`config.mk`:
```
export PLATFORM = sky130hd
export DESIGN_NAME = rtccs_core
export DESIGN_NICKNAME = d
export VERILOG_FILES = /design/src/core/rtccs_pkg.sv /design/src/core/rtccs_tick_gen.sv /design/src/core/rtccs_core.sv
export SDC_FILE = /design/constraint.sdc
export NUM_CORES = 1
export LEC_CHECK = 0
export ABC_AREA = 1
export BUFFER_PORTS_ARGS = -buffer_cell sky130_fd_sc_hd__clkbuf_2
export CAP_MARGIN = 20
export CORE_AREA = 2 2 176 247
export CTS_BUF_LIST = sky130_fd_sc_hd__clkbuf_8
export DETAILED_ROUTE_END_ITERATION = 10
export DIE_AREA = 0 0 178 249
export RECOVER_POWER = 100
export SLEW_MARGIN = 20
export SYNTH_ARGS = -nofsm -noshare
export SYNTH_HDL_FRONTEND = slang
export SYNTH_SLANG_ARGS = --single-unit
```
`constraint.sdc`:
```
create_clock -name core_clk_i -period 7.7 [get_ports core_clk_i]
set_input_delay 0 -clock core_clk_i [delete_from_list [all_inputs] [get_ports core_clk_i]]
set_output_delay 0 -clock core_clk_i [all_outputs]
set_load 0.1 [all_outputs]
```
`src/core/rtccs_pkg.sv`:
```
package rtccs_pkg;

    // Register indices on the multiplexed bus
    localparam logic [7:0] ADDR_SEC      = 8'h00;
    localparam logic [7:0] ADDR_SEC_ALM  = 8'h01;
    localparam logic [7:0] ADDR_MIN      = 8'h02;
    localparam logic [7:0] ADDR_MIN_ALM  = 8'h03;
    localparam logic [7:0] ADDR_HOUR     = 8'h04;
    localparam logic [7:0] ADDR_HOUR_ALM = 8'h05;
    localparam logic [7:0] ADDR_DOW      = 8'h06;
    localparam logic [7:0] ADDR_DOM      = 8'h07;
    localparam logic [7:0] ADDR_MONTH    = 8'h08;
    localparam logic [7:0] ADDR_YEAR     = 8'h09;
    localparam logic [7:0] ADDR_RATE_OSC = 8'h0a;
    localparam logic [7:0] ADDR_INT_FMT  = 8'h0b;
    localparam logic [7:0] ADDR_EVT_STAT = 8'h0c;
    localparam logic [7:0] ADDR_ALM_DAY  = 8'h0d;

    // Oscillator control codes
    localparam logic [2:0] OSC_RUN_RESTART = 3'h2;
    localparam logic [2:0] OSC_RUN_KEEP    = 3'h3;

    // Values after power-on reset
    localparam logic [2:0] OSC_RESET   = 3'h0;
    localparam logic [3:0] RATE_RESET  = 4'h0;
    localparam logic [7:0] ALARM_RESET = 8'h00;
    localparam logic [5:0] DAY_RESET   = 6'h00;

    // Timebase
    localparam int unsigned CORE_CLK_HZ   = 200_000_000;
    localparam int unsigned TICK_HZ       = 32_768;
    localparam logic [14:0] DIV_LAST      = 15'h7fff;
    localparam logic [14:0] DIV_HALF      = 15'h4000;
    localparam logic [14:0] UIP_LEAD      = 15'h0008;
    localparam int unsigned WP_RECOVERY_MS = 20;
    localparam int unsigned WP_RECOVERY_CYCLES = CORE_CLK_HZ / 1000 * WP_RECOVERY_MS;

    // Calendar constants
    localparam logic [7:0] SUNDAY   = 8'h01;
    localparam logic [7:0] APRIL    = 8'h04;
    localparam logic [7:0] OCTOBER  = 8'h0a;
    localparam logic [7:0] DECEMBER = 8'h0c;
    localparam logic [7:0] FEBRUARY = 8'h02;

endpackage

```
`src/core/rtccs_tick_gen.sv`:
```
`timescale 1ns/100ps
module rtccs_tick_gen #(
    parameter int unsigned CLK_HZ  = rtccs_pkg::CORE_CLK_HZ,
    parameter int unsigned TICK_HZ = rtccs_pkg::TICK_HZ
) (
    // Clock and reset
    input  wire logic core_clk_i,
    input  wire logic rst_b_i,
    // Control and tick
    input  wire logic run_i,
    output logic      tick_o
);

    logic [31:0] acc_q;
    logic [31:0] acc_d;
    logic        wrap;
    logic        tick_q;

    // Fractional accumulator keeps long-term rate exact
    assign wrap  = acc_q >= (CLK_HZ - TICK_HZ);
    assign acc_d = !run_i ? acc_q : wrap ? acc_q + TICK_HZ - CLK_HZ : acc_q + TICK_HZ;

    always_ff @(posedge core_clk_i or negedge rst_b_i) begin
        if (!rst_b_i) begin
            acc_q  <= 32'h0000_0000;
            tick_q <= 1'b0;
        end else begin
            acc_q  <= acc_d;
            tick_q <= run_i && wrap;
        end
    end

    assign tick_o = tick_q;

endmodule

```
`src/core/rtccs_core.sv`:
```
`timescale 1ns/100ps
// Overview of operation
// - Update end sets update-ended flag
// - Update interrupt needs enable and no inhibit
// - Next update at least 999ms later
// - UPDATE_IN_PROGRESS low guarantees update-free lead time
// - Codes 010/011 run oscillator and divider
// - Code 11X holds divider at zero; others stop
// - Writing 010 gives first update 500ms
// - Power fail blocks writes plus recovery
// - UPDATE_IN_PROGRESS read-only, set before, cleared after
// - Low nibble selects periodic period
// - Daylight saving fall-back and spring-forward
// - Hour format and numeric format bits
// - Inhibit blocks transfer, clears update enable
// - Periodic and alarm flags set on events
// - Status read clears flags; low bits zero
// - Request flag from flag and enable
// - Valid-backup bit read-only; bit6 zero
// - Alarm day field, zero disables, reset-kept
// - Read-only bits and status ignore writes
// - Device reset clears enables and flags
// - Control registers always readable; writes blocked during power fail plus recovery
// - Rate table doubling, codes 1/2 aliases
module rtccs_core #(
    parameter int unsigned CLK_HZ      = rtccs_pkg::CORE_CLK_HZ,
    parameter int unsigned WP_RECOVERY = rtccs_pkg::WP_RECOVERY_CYCLES
) (
    // Clock and reset
    input  wire logic       core_clk_i,
    input  wire logic       rst_b_i,
    // Multiplexed host bus
    input  wire logic [7:0] ad_i,
    output logic      [7:0] ad_o,
    output logic            ad_oe_b_o,
    input  wire logic       as_i,
    input  wire logic       ds_i,
    input  wire logic       rw_i,
    input  wire logic       cs_b_i,
    input  wire logic       extended_storage_select_i,
    input  wire logic       device_reset_b_i,
    // Supply monitor
    input  wire logic       power_fail_i,
    input  wire logic       backup_cell_valid_i,
    // Interrupt pin, open drain
    output logic            irq_o,
    output logic            irq_oe_b_o
);

    // Bus sampling
    logic       as_q, ds_q, wr_q, rd_c_q;
    logic [7:0] ad_q, addr_q, rd_q;
    logic       oe_b_q;
    // Control and status
    logic [2:0] osc_q;
    logic [3:0] rate_q;
    logic       uti_q, pie_q, aie_q, uie_q, spare_q, df_q, hf_q, dse_q;
    logic       irq_request_flag_q, pf_q, af_q, uf_q, uip_q, vrt_q;
    logic [5:0] day_q;
    // Timekeeping, held in binary; alarm bytes kept as written
    logic [7:0] sec_q, min_q, hr_q, dow_q, dom_q, mon_q, yr_q;
    logic [7:0] asec_q, amin_q, ahr_q;
    logic       dst_done_q;
    logic [14:0] div_q;
    logic [31:0] wp_cnt_q;

    // Format conversion between internal binary and user byte
    function automatic logic [7:0] to_user(input logic [7:0] v, input logic hour, input logic df, input logic hf);
        logic [7:0] h;
        logic       pm;
        h  = v;
        pm = 1'b0;
        if (hour && !hf) begin
            pm = v >= 8'd12;
            h  = (v == 8'd0 || v == 8'd12) ? 8'd12 : (pm ? v - 8'd12 : v);
        end
        if (!df)
            h = {h[3:0] == 4'h0 ? 4'h0 : 4'h0, 4'h0} | (((h / 8'd10) << 4) | (h % 8'd10));
        return {pm | h[7], h[6:0]};
    endfunction

    function automatic logic [7:0] from_user(input logic [7:0] b, input logic hour, input logic df, input logic hf);
        logic [7:0] raw;
        logic [7:0] v;
        raw = (hour && !hf) ? {1'b0, b[6:0]} : b;
        v   = df ? raw : 8'((raw[7:4] * 4'd10) + {4'h0, raw[3:0]});
        if (hour && !hf)
            v = ((v == 8'd12) ? 8'd0 : v) + (b[7] ? 8'd12 : 8'd0);
        return v;
    endfunction

    // Bus decode
    wire        bus_sel   = !cs_b_i && !extended_storage_select_i;
    wire        rd_active = bus_sel && ds_i && rw_i;
    wire        ds_fall   = ds_q && !ds_i;
    wire        wp        = power_fail_i || (wp_cnt_q != 32'h0000_0000);
    wire        wr_stb    = ds_fall && wr_q && !wp;
    wire        clr_c     = ds_fall && rd_c_q;
    wire        wr_a      = wr_stb && addr_q == rtccs_pkg::ADDR_RATE_OSC;
    wire        wr_b      = wr_stb && addr_q == rtccs_pkg::ADDR_INT_FMT;
    wire        wr_d      = wr_stb && addr_q == rtccs_pkg::ADDR_ALM_DAY;
    wire [2:0]  osc_new   = ad_q[6:4];

    // Oscillator and divider
    wire        osc_on    = (osc_q == rtccs_pkg::OSC_RUN_RESTART) || (osc_q == rtccs_pkg::OSC_RUN_KEEP)
                            || (osc_q[2:1] == 2'b11);
    wire        div_run   = (osc_q == rtccs_pkg::OSC_RUN_RESTART) || (osc_q == rtccs_pkg::OSC_RUN_KEEP);
    wire        tick;
    wire        sec_evt   = div_run && tick && div_q == rtccs_pkg::DIV_LAST;
    wire        upd_evt   = sec_evt && !uti_q;

    rtccs_tick_gen #(
        .CLK_HZ  (CLK_HZ),
        .TICK_HZ (rtccs_pkg::TICK_HZ)
    ) u_tick (
        .core_clk_i (core_clk_i),
        .rst_b_i    (rst_b_i),
        .run_i      (osc_on),
        .tick_o     (tick)
    );

    // Periodic rate: codes 3..15 give 2^(code-1) ticks, 1 and 2 alias 8 and 9
    wire [3:0]  rate_eff  = (rate_q == 4'h1) ? 4'h8 : (rate_q == 4'h2) ? 4'h9 : rate_q;
    wire [14:0] per_mask  = 15'((16'h0001 << (rate_eff - 4'h1)) - 16'h0001);
    wire        per_evt   = div_run && tick && rate_q != 4'h0 && (div_q & per_mask) == per_mask;

    // Next calendar values on an update cycle
    logic [7:0] n_sec, n_min, n_hr, n_dow, n_dom, n_mon, n_yr, mdays;
    logic       n_dst;
    wire        sunday    = dow_q == rtccs_pkg::SUNDAY;
    wire        fall_back = dse_q && !dst_done_q && sunday && mon_q == rtccs_pkg::OCTOBER
                            && dom_q >= 8'd25 && hr_q == 8'd1;
    wire        spring    = dse_q && sunday && mon_q == rtccs_pkg::APRIL && dom_q <= 8'd7 && hr_q == 8'd1;

    always_comb begin
        case (mon_q)
            8'd4, 8'd6, 8'd9, 8'd11: mdays = 8'd30;
            rtccs_pkg::FEBRUARY:     mdays = (yr_q[1:0] == 2'b00) ? 8'd29 : 8'd28;
            default:                 mdays = 8'd31;
        endcase
    end

    always_comb begin
        n_sec = sec_q + 8'd1;
        n_min = min_q;
        n_hr  = hr_q;
        n_dow = dow_q;
        n_dom = dom_q;
        n_mon = mon_q;
        n_yr  = yr_q;
        n_dst = dst_done_q;
        if (sec_q >= 8'd59) begin
            n_sec = 8'd0;
            n_min = min_q + 8'd1;
            if (min_q >= 8'd59) begin
                n_min = 8'd0;
                if (fall_back) begin
                    n_hr  = 8'd1;
                    n_dst = 1'b1;
                end else if (spring) begin
                    n_hr  = 8'd3;
                end else if (hr_q < 8'd23) begin
                    n_hr  = hr_q + 8'd1;
                end else begin
                    n_hr  = 8'd0;
                    n_dst = 1'b0;
                    n_dow = (dow_q >= 8'd7) ? 8'd1 : dow_q + 8'd1;
                    n_dom = dom_q + 8'd1;
                    if (dom_q >= mdays) begin
                        n_dom = 8'd1;
                        n_mon = mon_q + 8'd1;
                        if (mon_q >= rtccs_pkg::DECEMBER) begin
                            n_mon = 8'd1;
                            n_yr  = (yr_q >= 8'd99) ? 8'd0 : yr_q + 8'd1;
                        end
                    end
                end
            end
        end
    end

    // Alarm check on the freshly advanced time; 11 in the top bits is don't care
    wire [7:0]  u_sec     = to_user(n_sec, 1'b0, df_q, hf_q);
    wire [7:0]  u_min     = to_user(n_min, 1'b0, df_q, hf_q);
    wire [7:0]  u_hr      = to_user(n_hr, 1'b1, df_q, hf_q);
    wire [7:0]  u_dom     = to_user(n_dom, 1'b0, df_q, hf_q);
    wire        alm_match = (asec_q[7:6] == 2'b11 || asec_q == u_sec)
                            && (amin_q[7:6] == 2'b11 || amin_q == u_min)
                            && (ahr_q[7:6] == 2'b11 || ahr_q == u_hr)
                            && (day_q == 6'h00 || day_q == u_dom[5:0]);
    wire        alm_evt   = upd_evt && alm_match;

    // Event flags: set wins over a clearing read, device reset wins over both
    wire        dev_rst   = !device_reset_b_i;
    wire        uf_d      = !dev_rst && (upd_evt || (uf_q && !clr_c));
    wire        pf_d      = !dev_rst && (per_evt || (pf_q && !clr_c));
    wire        af_d      = !dev_rst && (alm_evt || (af_q && !clr_c));
    wire        uti_d     = wr_b ? ad_q[7] : uti_q;
    wire        uie_d     = !dev_rst && !uti_d && (wr_b ? ad_q[4] : uie_q);
    wire        pie_d     = !dev_rst && (wr_b ? ad_q[6] : pie_q);
    wire        aie_d     = !dev_rst && (wr_b ? ad_q[5] : aie_q);
    wire        req       = (af_d && aie_d) || (pf_d && pie_d) || (uf_d && uie_d && !uti_d);
    wire        irq_request_flag_d    = !dev_rst && (req || (irq_request_flag_q && !clr_c));
    wire        uip_d     = div_run && !uti_d && !sec_evt
                            && div_q >= (rtccs_pkg::DIV_LAST - rtccs_pkg::UIP_LEAD + 15'h0001);

    // Read data mux
    logic [7:0] rd_d;
    always_comb begin
        case (addr_q)
            rtccs_pkg::ADDR_SEC:      rd_d = to_user(sec_q, 1'b0, df_q, hf_q);
            rtccs_pkg::ADDR_SEC_ALM:  rd_d = asec_q;
            rtccs_pkg::ADDR_MIN:      rd_d = to_user(min_q, 1'b0, df_q, hf_q);
            rtccs_pkg::ADDR_MIN_ALM:  rd_d = amin_q;
            rtccs_pkg::ADDR_HOUR:     rd_d = to_user(hr_q, 1'b1, df_q, hf_q);
            rtccs_pkg::ADDR_HOUR_ALM: rd_d = ahr_q;
            rtccs_pkg::ADDR_DOW:      rd_d = to_user(dow_q, 1'b0, df_q, hf_q);
            rtccs_pkg::ADDR_DOM:      rd_d = to_user(dom_q, 1'b0, df_q, hf_q);
            rtccs_pkg::ADDR_MONTH:    rd_d = to_user(mon_q, 1'b0, df_q, hf_q);
            rtccs_pkg::ADDR_YEAR:     rd_d = to_user(yr_q, 1'b0, df_q, hf_q);
            rtccs_pkg::ADDR_RATE_OSC: rd_d = {uip_q, osc_q, rate_q};
            rtccs_pkg::ADDR_INT_FMT:  rd_d = {uti_q, pie_q, aie_q, uie_q, spare_q, df_q, hf_q, dse_q};
            rtccs_pkg::ADDR_EVT_STAT: rd_d = {irq_request_flag_q, pf_q, af_q, uf_q, 4'h0};
            rtccs_pkg::ADDR_ALM_DAY:  rd_d = {vrt_q, 1'b0, day_q};
            default:                  rd_d = 8'h00;
        endcase
    end

    // Bus front end
    always_ff @(posedge core_clk_i or negedge rst_b_i) begin
        if (!rst_b_i) begin
            as_q   <= 1'b0;
            ds_q   <= 1'b0;
            wr_q   <= 1'b0;
            rd_c_q <= 1'b0;
            ad_q   <= 8'h00;
            addr_q <= 8'h00;
            rd_q   <= 8'h00;
            oe_b_q <= 1'b1;
        end else begin
            as_q   <= as_i;
            ds_q   <= ds_i;
            wr_q   <= bus_sel && !rw_i;
            rd_c_q <= rd_active && addr_q == rtccs_pkg::ADDR_EVT_STAT;
            ad_q   <= ad_i;
            if (as_q && !as_i)
                addr_q <= ad_i;
            rd_q   <= rd_d;
            oe_b_q <= !rd_active;
        end
    end

    // Control and status registers
    always_ff @(posedge core_clk_i or negedge rst_b_i) begin
        if (!rst_b_i) begin
            osc_q  <= rtccs_pkg::OSC_RESET;
            rate_q <= rtccs_pkg::RATE_RESET;
            {uti_q, pie_q, aie_q, uie_q, spare_q, df_q, hf_q, dse_q} <= 8'h00;
            {irq_request_flag_q, pf_q, af_q, uf_q, uip_q, vrt_q} <= 6'h00;
            day_q  <= rtccs_pkg::DAY_RESET;
        end else begin
            if (wr_a) begin
                osc_q  <= osc_new;
                rate_q <= ad_q[3:0];
            end
            uti_q <= uti_d;
            pie_q <= pie_d;
            aie_q <= aie_d;
            uie_q <= uie_d;
            if (wr_b)
                {spare_q, df_q, hf_q, dse_q} <= ad_q[3:0];
            if (wr_b && dev_rst)
                spare_q <= 1'b0;
            irq_request_flag_q <= irq_request_flag_d;
            pf_q   <= pf_d;
            af_q   <= af_d;
            uf_q   <= uf_d;
            uip_q  <= uip_d;
            vrt_q  <= backup_cell_valid_i;
            if (wr_d)
                day_q <= ad_q[5:0];
        end
    end

    // Divider, write protection and time bytes
    always_ff @(posedge core_clk_i or negedge rst_b_i) begin
        if (!rst_b_i) begin
            div_q      <= 15'h0000;
            wp_cnt_q   <= 32'h0000_0000;
            dst_done_q <= 1'b0;
            {sec_q, min_q, hr_q, yr_q} <= 32'h0000_0000;
            {dow_q, dom_q, mon_q} <= 24'h010101;
            {asec_q, amin_q, ahr_q} <= {3{rtccs_pkg::ALARM_RESET}};
        end else begin
            if (power_fail_i)
                wp_cnt_q <= 32'(WP_RECOVERY);
            else if (wp_cnt_q != 32'h0000_0000)
                wp_cnt_q <= wp_cnt_q - 32'h0000_0001;
            if (wr_a && osc_new == rtccs_pkg::OSC_RUN_RESTART)
                div_q <= rtccs_pkg::DIV_HALF;
            else if (osc_q[2:1] == 2'b11)
                div_q <= 15'h0000;
            else if (div_run && tick)
                div_q <= div_q + 15'h0001;
            if (upd_evt) begin
                {sec_q, min_q, hr_q, dow_q} <= {n_sec, n_min, n_hr, n_dow};
                {dom_q, mon_q, yr_q} <= {n_dom, n_mon, n_yr};
                dst_done_q <= n_dst;
            end
            if (wr_stb) begin
                case (addr_q)
                    rtccs_pkg::ADDR_SEC:      sec_q  <= from_user(ad_q, 1'b0, df_q, hf_q);
                    rtccs_pkg::ADDR_SEC_ALM:  asec_q <= ad_q;
                    rtccs_pkg::ADDR_MIN:      min_q  <= from_user(ad_q, 1'b0, df_q, hf_q);
                    rtccs_pkg::ADDR_MIN_ALM:  amin_q <= ad_q;
                    rtccs_pkg::ADDR_HOUR:     hr_q   <= from_user(ad_q, 1'b1, df_q, hf_q);
                    rtccs_pkg::ADDR_HOUR_ALM: ahr_q  <= ad_q;
                    rtccs_pkg::ADDR_DOW:      dow_q  <= from_user(ad_q, 1'b0, df_q, hf_q);
                    rtccs_pkg::ADDR_DOM:      dom_q  <= from_user(ad_q, 1'b0, df_q, hf_q);
                    rtccs_pkg::ADDR_MONTH:    mon_q  <= from_user(ad_q, 1'b0, df_q, hf_q);
                    rtccs_pkg::ADDR_YEAR:     yr_q   <= from_user(ad_q, 1'b0, df_q, hf_q);
                    default:                  ;
                endcase
            end
        end
    end

    // Pins; interrupt pulls low while a request is pending
    always_ff @(posedge core_clk_i or negedge rst_b_i) begin
        if (!rst_b_i) begin
            irq_o      <= 1'b0;
            irq_oe_b_o <= 1'b1;
        end else begin
            irq_o      <= 1'b0;
            irq_oe_b_o <= !irq_request_flag_q;
        end
    end

    assign ad_o      = rd_q;
    assign ad_oe_b_o = oe_b_q;

endmodule

```
==> results.md <==
- Status: finished with violations
- Failing checks: capacitance limit, slew limit
- Total setup buffers inserted after CTS: 0
- Resize count post-CTS: 0
- Worst ir drop on vdd: 0.135 mV
- Starting Density: 44.7%
- Syn Area/Cell: 6.52 µm²
- Worst flop-to-flop path startpoint: mon_q[0]
- Fmax: 158 MHz
- RSZ-0062 raised after global routing: false
- Crit path capture type: register
- Power Density: 139 mW/mm²
- Critical Path AT: 6.83 ns
- Largest Register: wp_cnt_q
- TritonCTS Buffers: 39
- R2R depth: 51
- Die height: 249 µm
- Main synth FF type: dfrtp_1
- Die area: 0.0443 mm²
- Global-route wire length before repair: 98.1 mm
- Crit path largest cell delay: 0.58 ns
- Sequential area share after synthesis: 27.9%
- Final #Nets: 3045
- Yosys reg bits: 209
- R2r setup slk: 1.37 ns
- # H-tree levels: 2
- Synth Cell Area: 0.0188 mm²
- Period minus WS final: 6.33 ns
- Rel. slew slack: -108%
- CTS clk-pin slew, worst paths: 0.08 ns
- Tightest Pin Transition: 3.11 ns
- Syn-to-layout area delta: 8.90%
- Drt drc: 0
- Final HPWL DP: 47.7 mm
- Hold Fails Final Rpt: 0
- Clock sink total: 209
- Post-CTS Hold Fix Bufs: 18
- Root buffer cell: clkbuf_8
- DR iter-0 viols: 1428
- Kind of critical path: register to register
- Die X: 178 µm
- Share of layout cells above drive strength 1: 6.68%
- RD Place Congestion: 1.03
- Synth Warn #: 0
- Max-cap violation count: 2
- Fin Hold WS: 0.0898 ns
- Most common cell in the netlist: nand2_1
- R2R Path End: irq_request_flag_q
- WL per Instance: 17.7 µm
- Static Leak: 0.0101 µW
- Largest net degree at the start of global routing: 112
- Post-synth top area cell: dfrtp_1
- CTS tree: built
- Max FO, Critical Path: 7
- Top flop regs: wp_cnt_q: 32 flops, u_tick.acc_q: 23 flops, div_q: 15 flops
- Core Box Area: 0.0420 mm²
- Distinct cells, synth: 75
- Number of synthesized flops with an enable pin: 0
- Max Slew Vio Count: 102
- Final ANT Viol Nets: 0
- Input/output buffers: 27
- Required time of the critical path: 8.20 ns
- Vias in the first global route: 18700
- Clk Latency, worst-skew pair: 0.60 ns
- Setup tns final: 0 ns
- Critical path startpoint category: register
- I/O pin count: 29
- Routed WL: 62.0 mm
- Share of the synthesized area in the top cell type: 27.2%
- Endpoints failing setup: 0
- Synth top cells by count: nand2_1 (656), inv_1 (438), nor2_1 (324)
- Via density: 5.50
- Tot GR Track Use: 28.0%
- Dominant cells by area after synthesis: dfrtp_1 (27%), nand2_1 (13%), inv_1 (8.8%), o21ai_0 (6.7%), nor2_1 (6.5%)
- Row count: 89
- Initial antenna violation count: 2
- Pre-antenna DRT Iters: 6
- Most Frequent Cell on Critical Path: nand2_1
- Final clock skew: 0.0432 ns
- Max stage delay cell, worst path: dfstp_2
- Largest register FFs: 32
- Max clock buf depth: 3
- Remaining global-route overflow: 0
- Vias after detailed routing: 19300
- Hold crit path type: input pin to asynchronous set/reset pin
- FFs w/ async S/R, synth: 100%
- Tcrit/Tclk final: 82.2%
- Synthesized instance count: 2880
==> worst max-delay path, delay by kind of cell, from the launching register on <==
family                     cells  cell delay [ns]
buffers and inverters          6             0.63
DFF                            1             0.58
xor gates and xnor gates       1             0.15
adders and majority gates      5             1.12
AOI/OAI and AO/OA              7             0.74
and+or+nand+nor               32             2.97
==> stage by stage <==
step           utilization, %  setup WS [ns]  total power, µW  cells  instance area [µm²]
6_report                 48.7           1.37             2850   3514                20500
3_5_place_dp             46.5           1.74             1690   3426                19500
4_1_cts                  48.9           1.68             2870   3512                20500
3_3_place_gp             46.5           1.98             1690   3426                19500
5_1_grt                  48.7          0.403             2990   3512                20400
2_1_floorplan               -           2.58             1540   2881                18800
==> logic make-up after synthesis <==
logic type,share of synthesized area [%]
buffers and inverters,10.7
AND/OR/NAND/NOR,32.5
multiplexers,0.353
flip-flops,27.9
XOR/XNOR,5.08
adder cells (fa/ha/maj),6.02
other,0.0400
AO/OA/AOI/OAI,17.5
==> how the worst max path moves through the flow <==
stage,from,endpoint,slack (ns),cells after the start
after floorplan,mon_q[0],irq_request_flag_q,2.58,51
after global placement,mon_q[0],irq_request_flag_q,1.98,51
after detailed placement,mon_q[0],irq_request_flag_q,1.74,51
after CTS,mon_q[0],irq_request_flag_q,1.68,51
after global routing,mon_q[1],irq_request_flag_q,0.40,54
final,mon_q[0],irq_request_flag_q,1.37,51
==> report_power, final <==
| group | internal, µW | total, µW | switching, µW |
|---|---|---|---|
| registers | 1140 | 1190 | 51.6 |
| clock network | 625 | 1170 | 541 |
| logic | 147 | 494 | 347 |
| total | 1910 | 2850 | 940 |
==> layout by cell type (no fill, tap or decap), types with 6 or more instances in the layout <==
master         count
xnor2_1           26
a211oi_1          14
nor4_1            14
nand3_1          163
nand3b_1          14
o31ai_1            8
nand2_1          656
o21ai_1           18
or2_2              9
ha_1              84
nor2_4             6
nand2_2           18
o221ai_1           8
nand2_4            9
nor2_2             8
nand4_1           50
clkbuf_8          47
inv_2             24
dfrtp_1          203
a21oi_1          141
inv_1            447
a31oi_1           12
clkinv_2           7
clkbuf_1          28
nand3_2           13
o21ai_0          253
clkinv_1           6
nor3_1            75
dlygate4sd3_1     18
o2111ai_1          6
o211ai_1          47
buf_4             12
nor2_1           325
xor2_1            81
o22ai_1           17
==> metal layers <==
layer  wire length (µm)  track usage, %  vias up
met2              30100            48.5      554
met1              24900            32.8     9005
met3               2920            3.30      194
met4               4030            16.4        2
met5                 15               0        -
li1                   -               -     9561
==> layout make-up <==
| class | count | area [µm²] |
|---|---|---|
| clock inverter | 21 | 160 |
| clock buffer | 47 | 647 |
| fill | 4306 | 21500 |
| tap | 546 | 683 |
| multi-input combinational | 2154 | 11500 |
| antenna | 2 | 5.00 |
| timing repair buffer | 64 | 415 |
| sequential | 209 | 5240 |
| inverter | 471 | 1770 |
No activity file was read; power rests on OpenSTA's default activity.
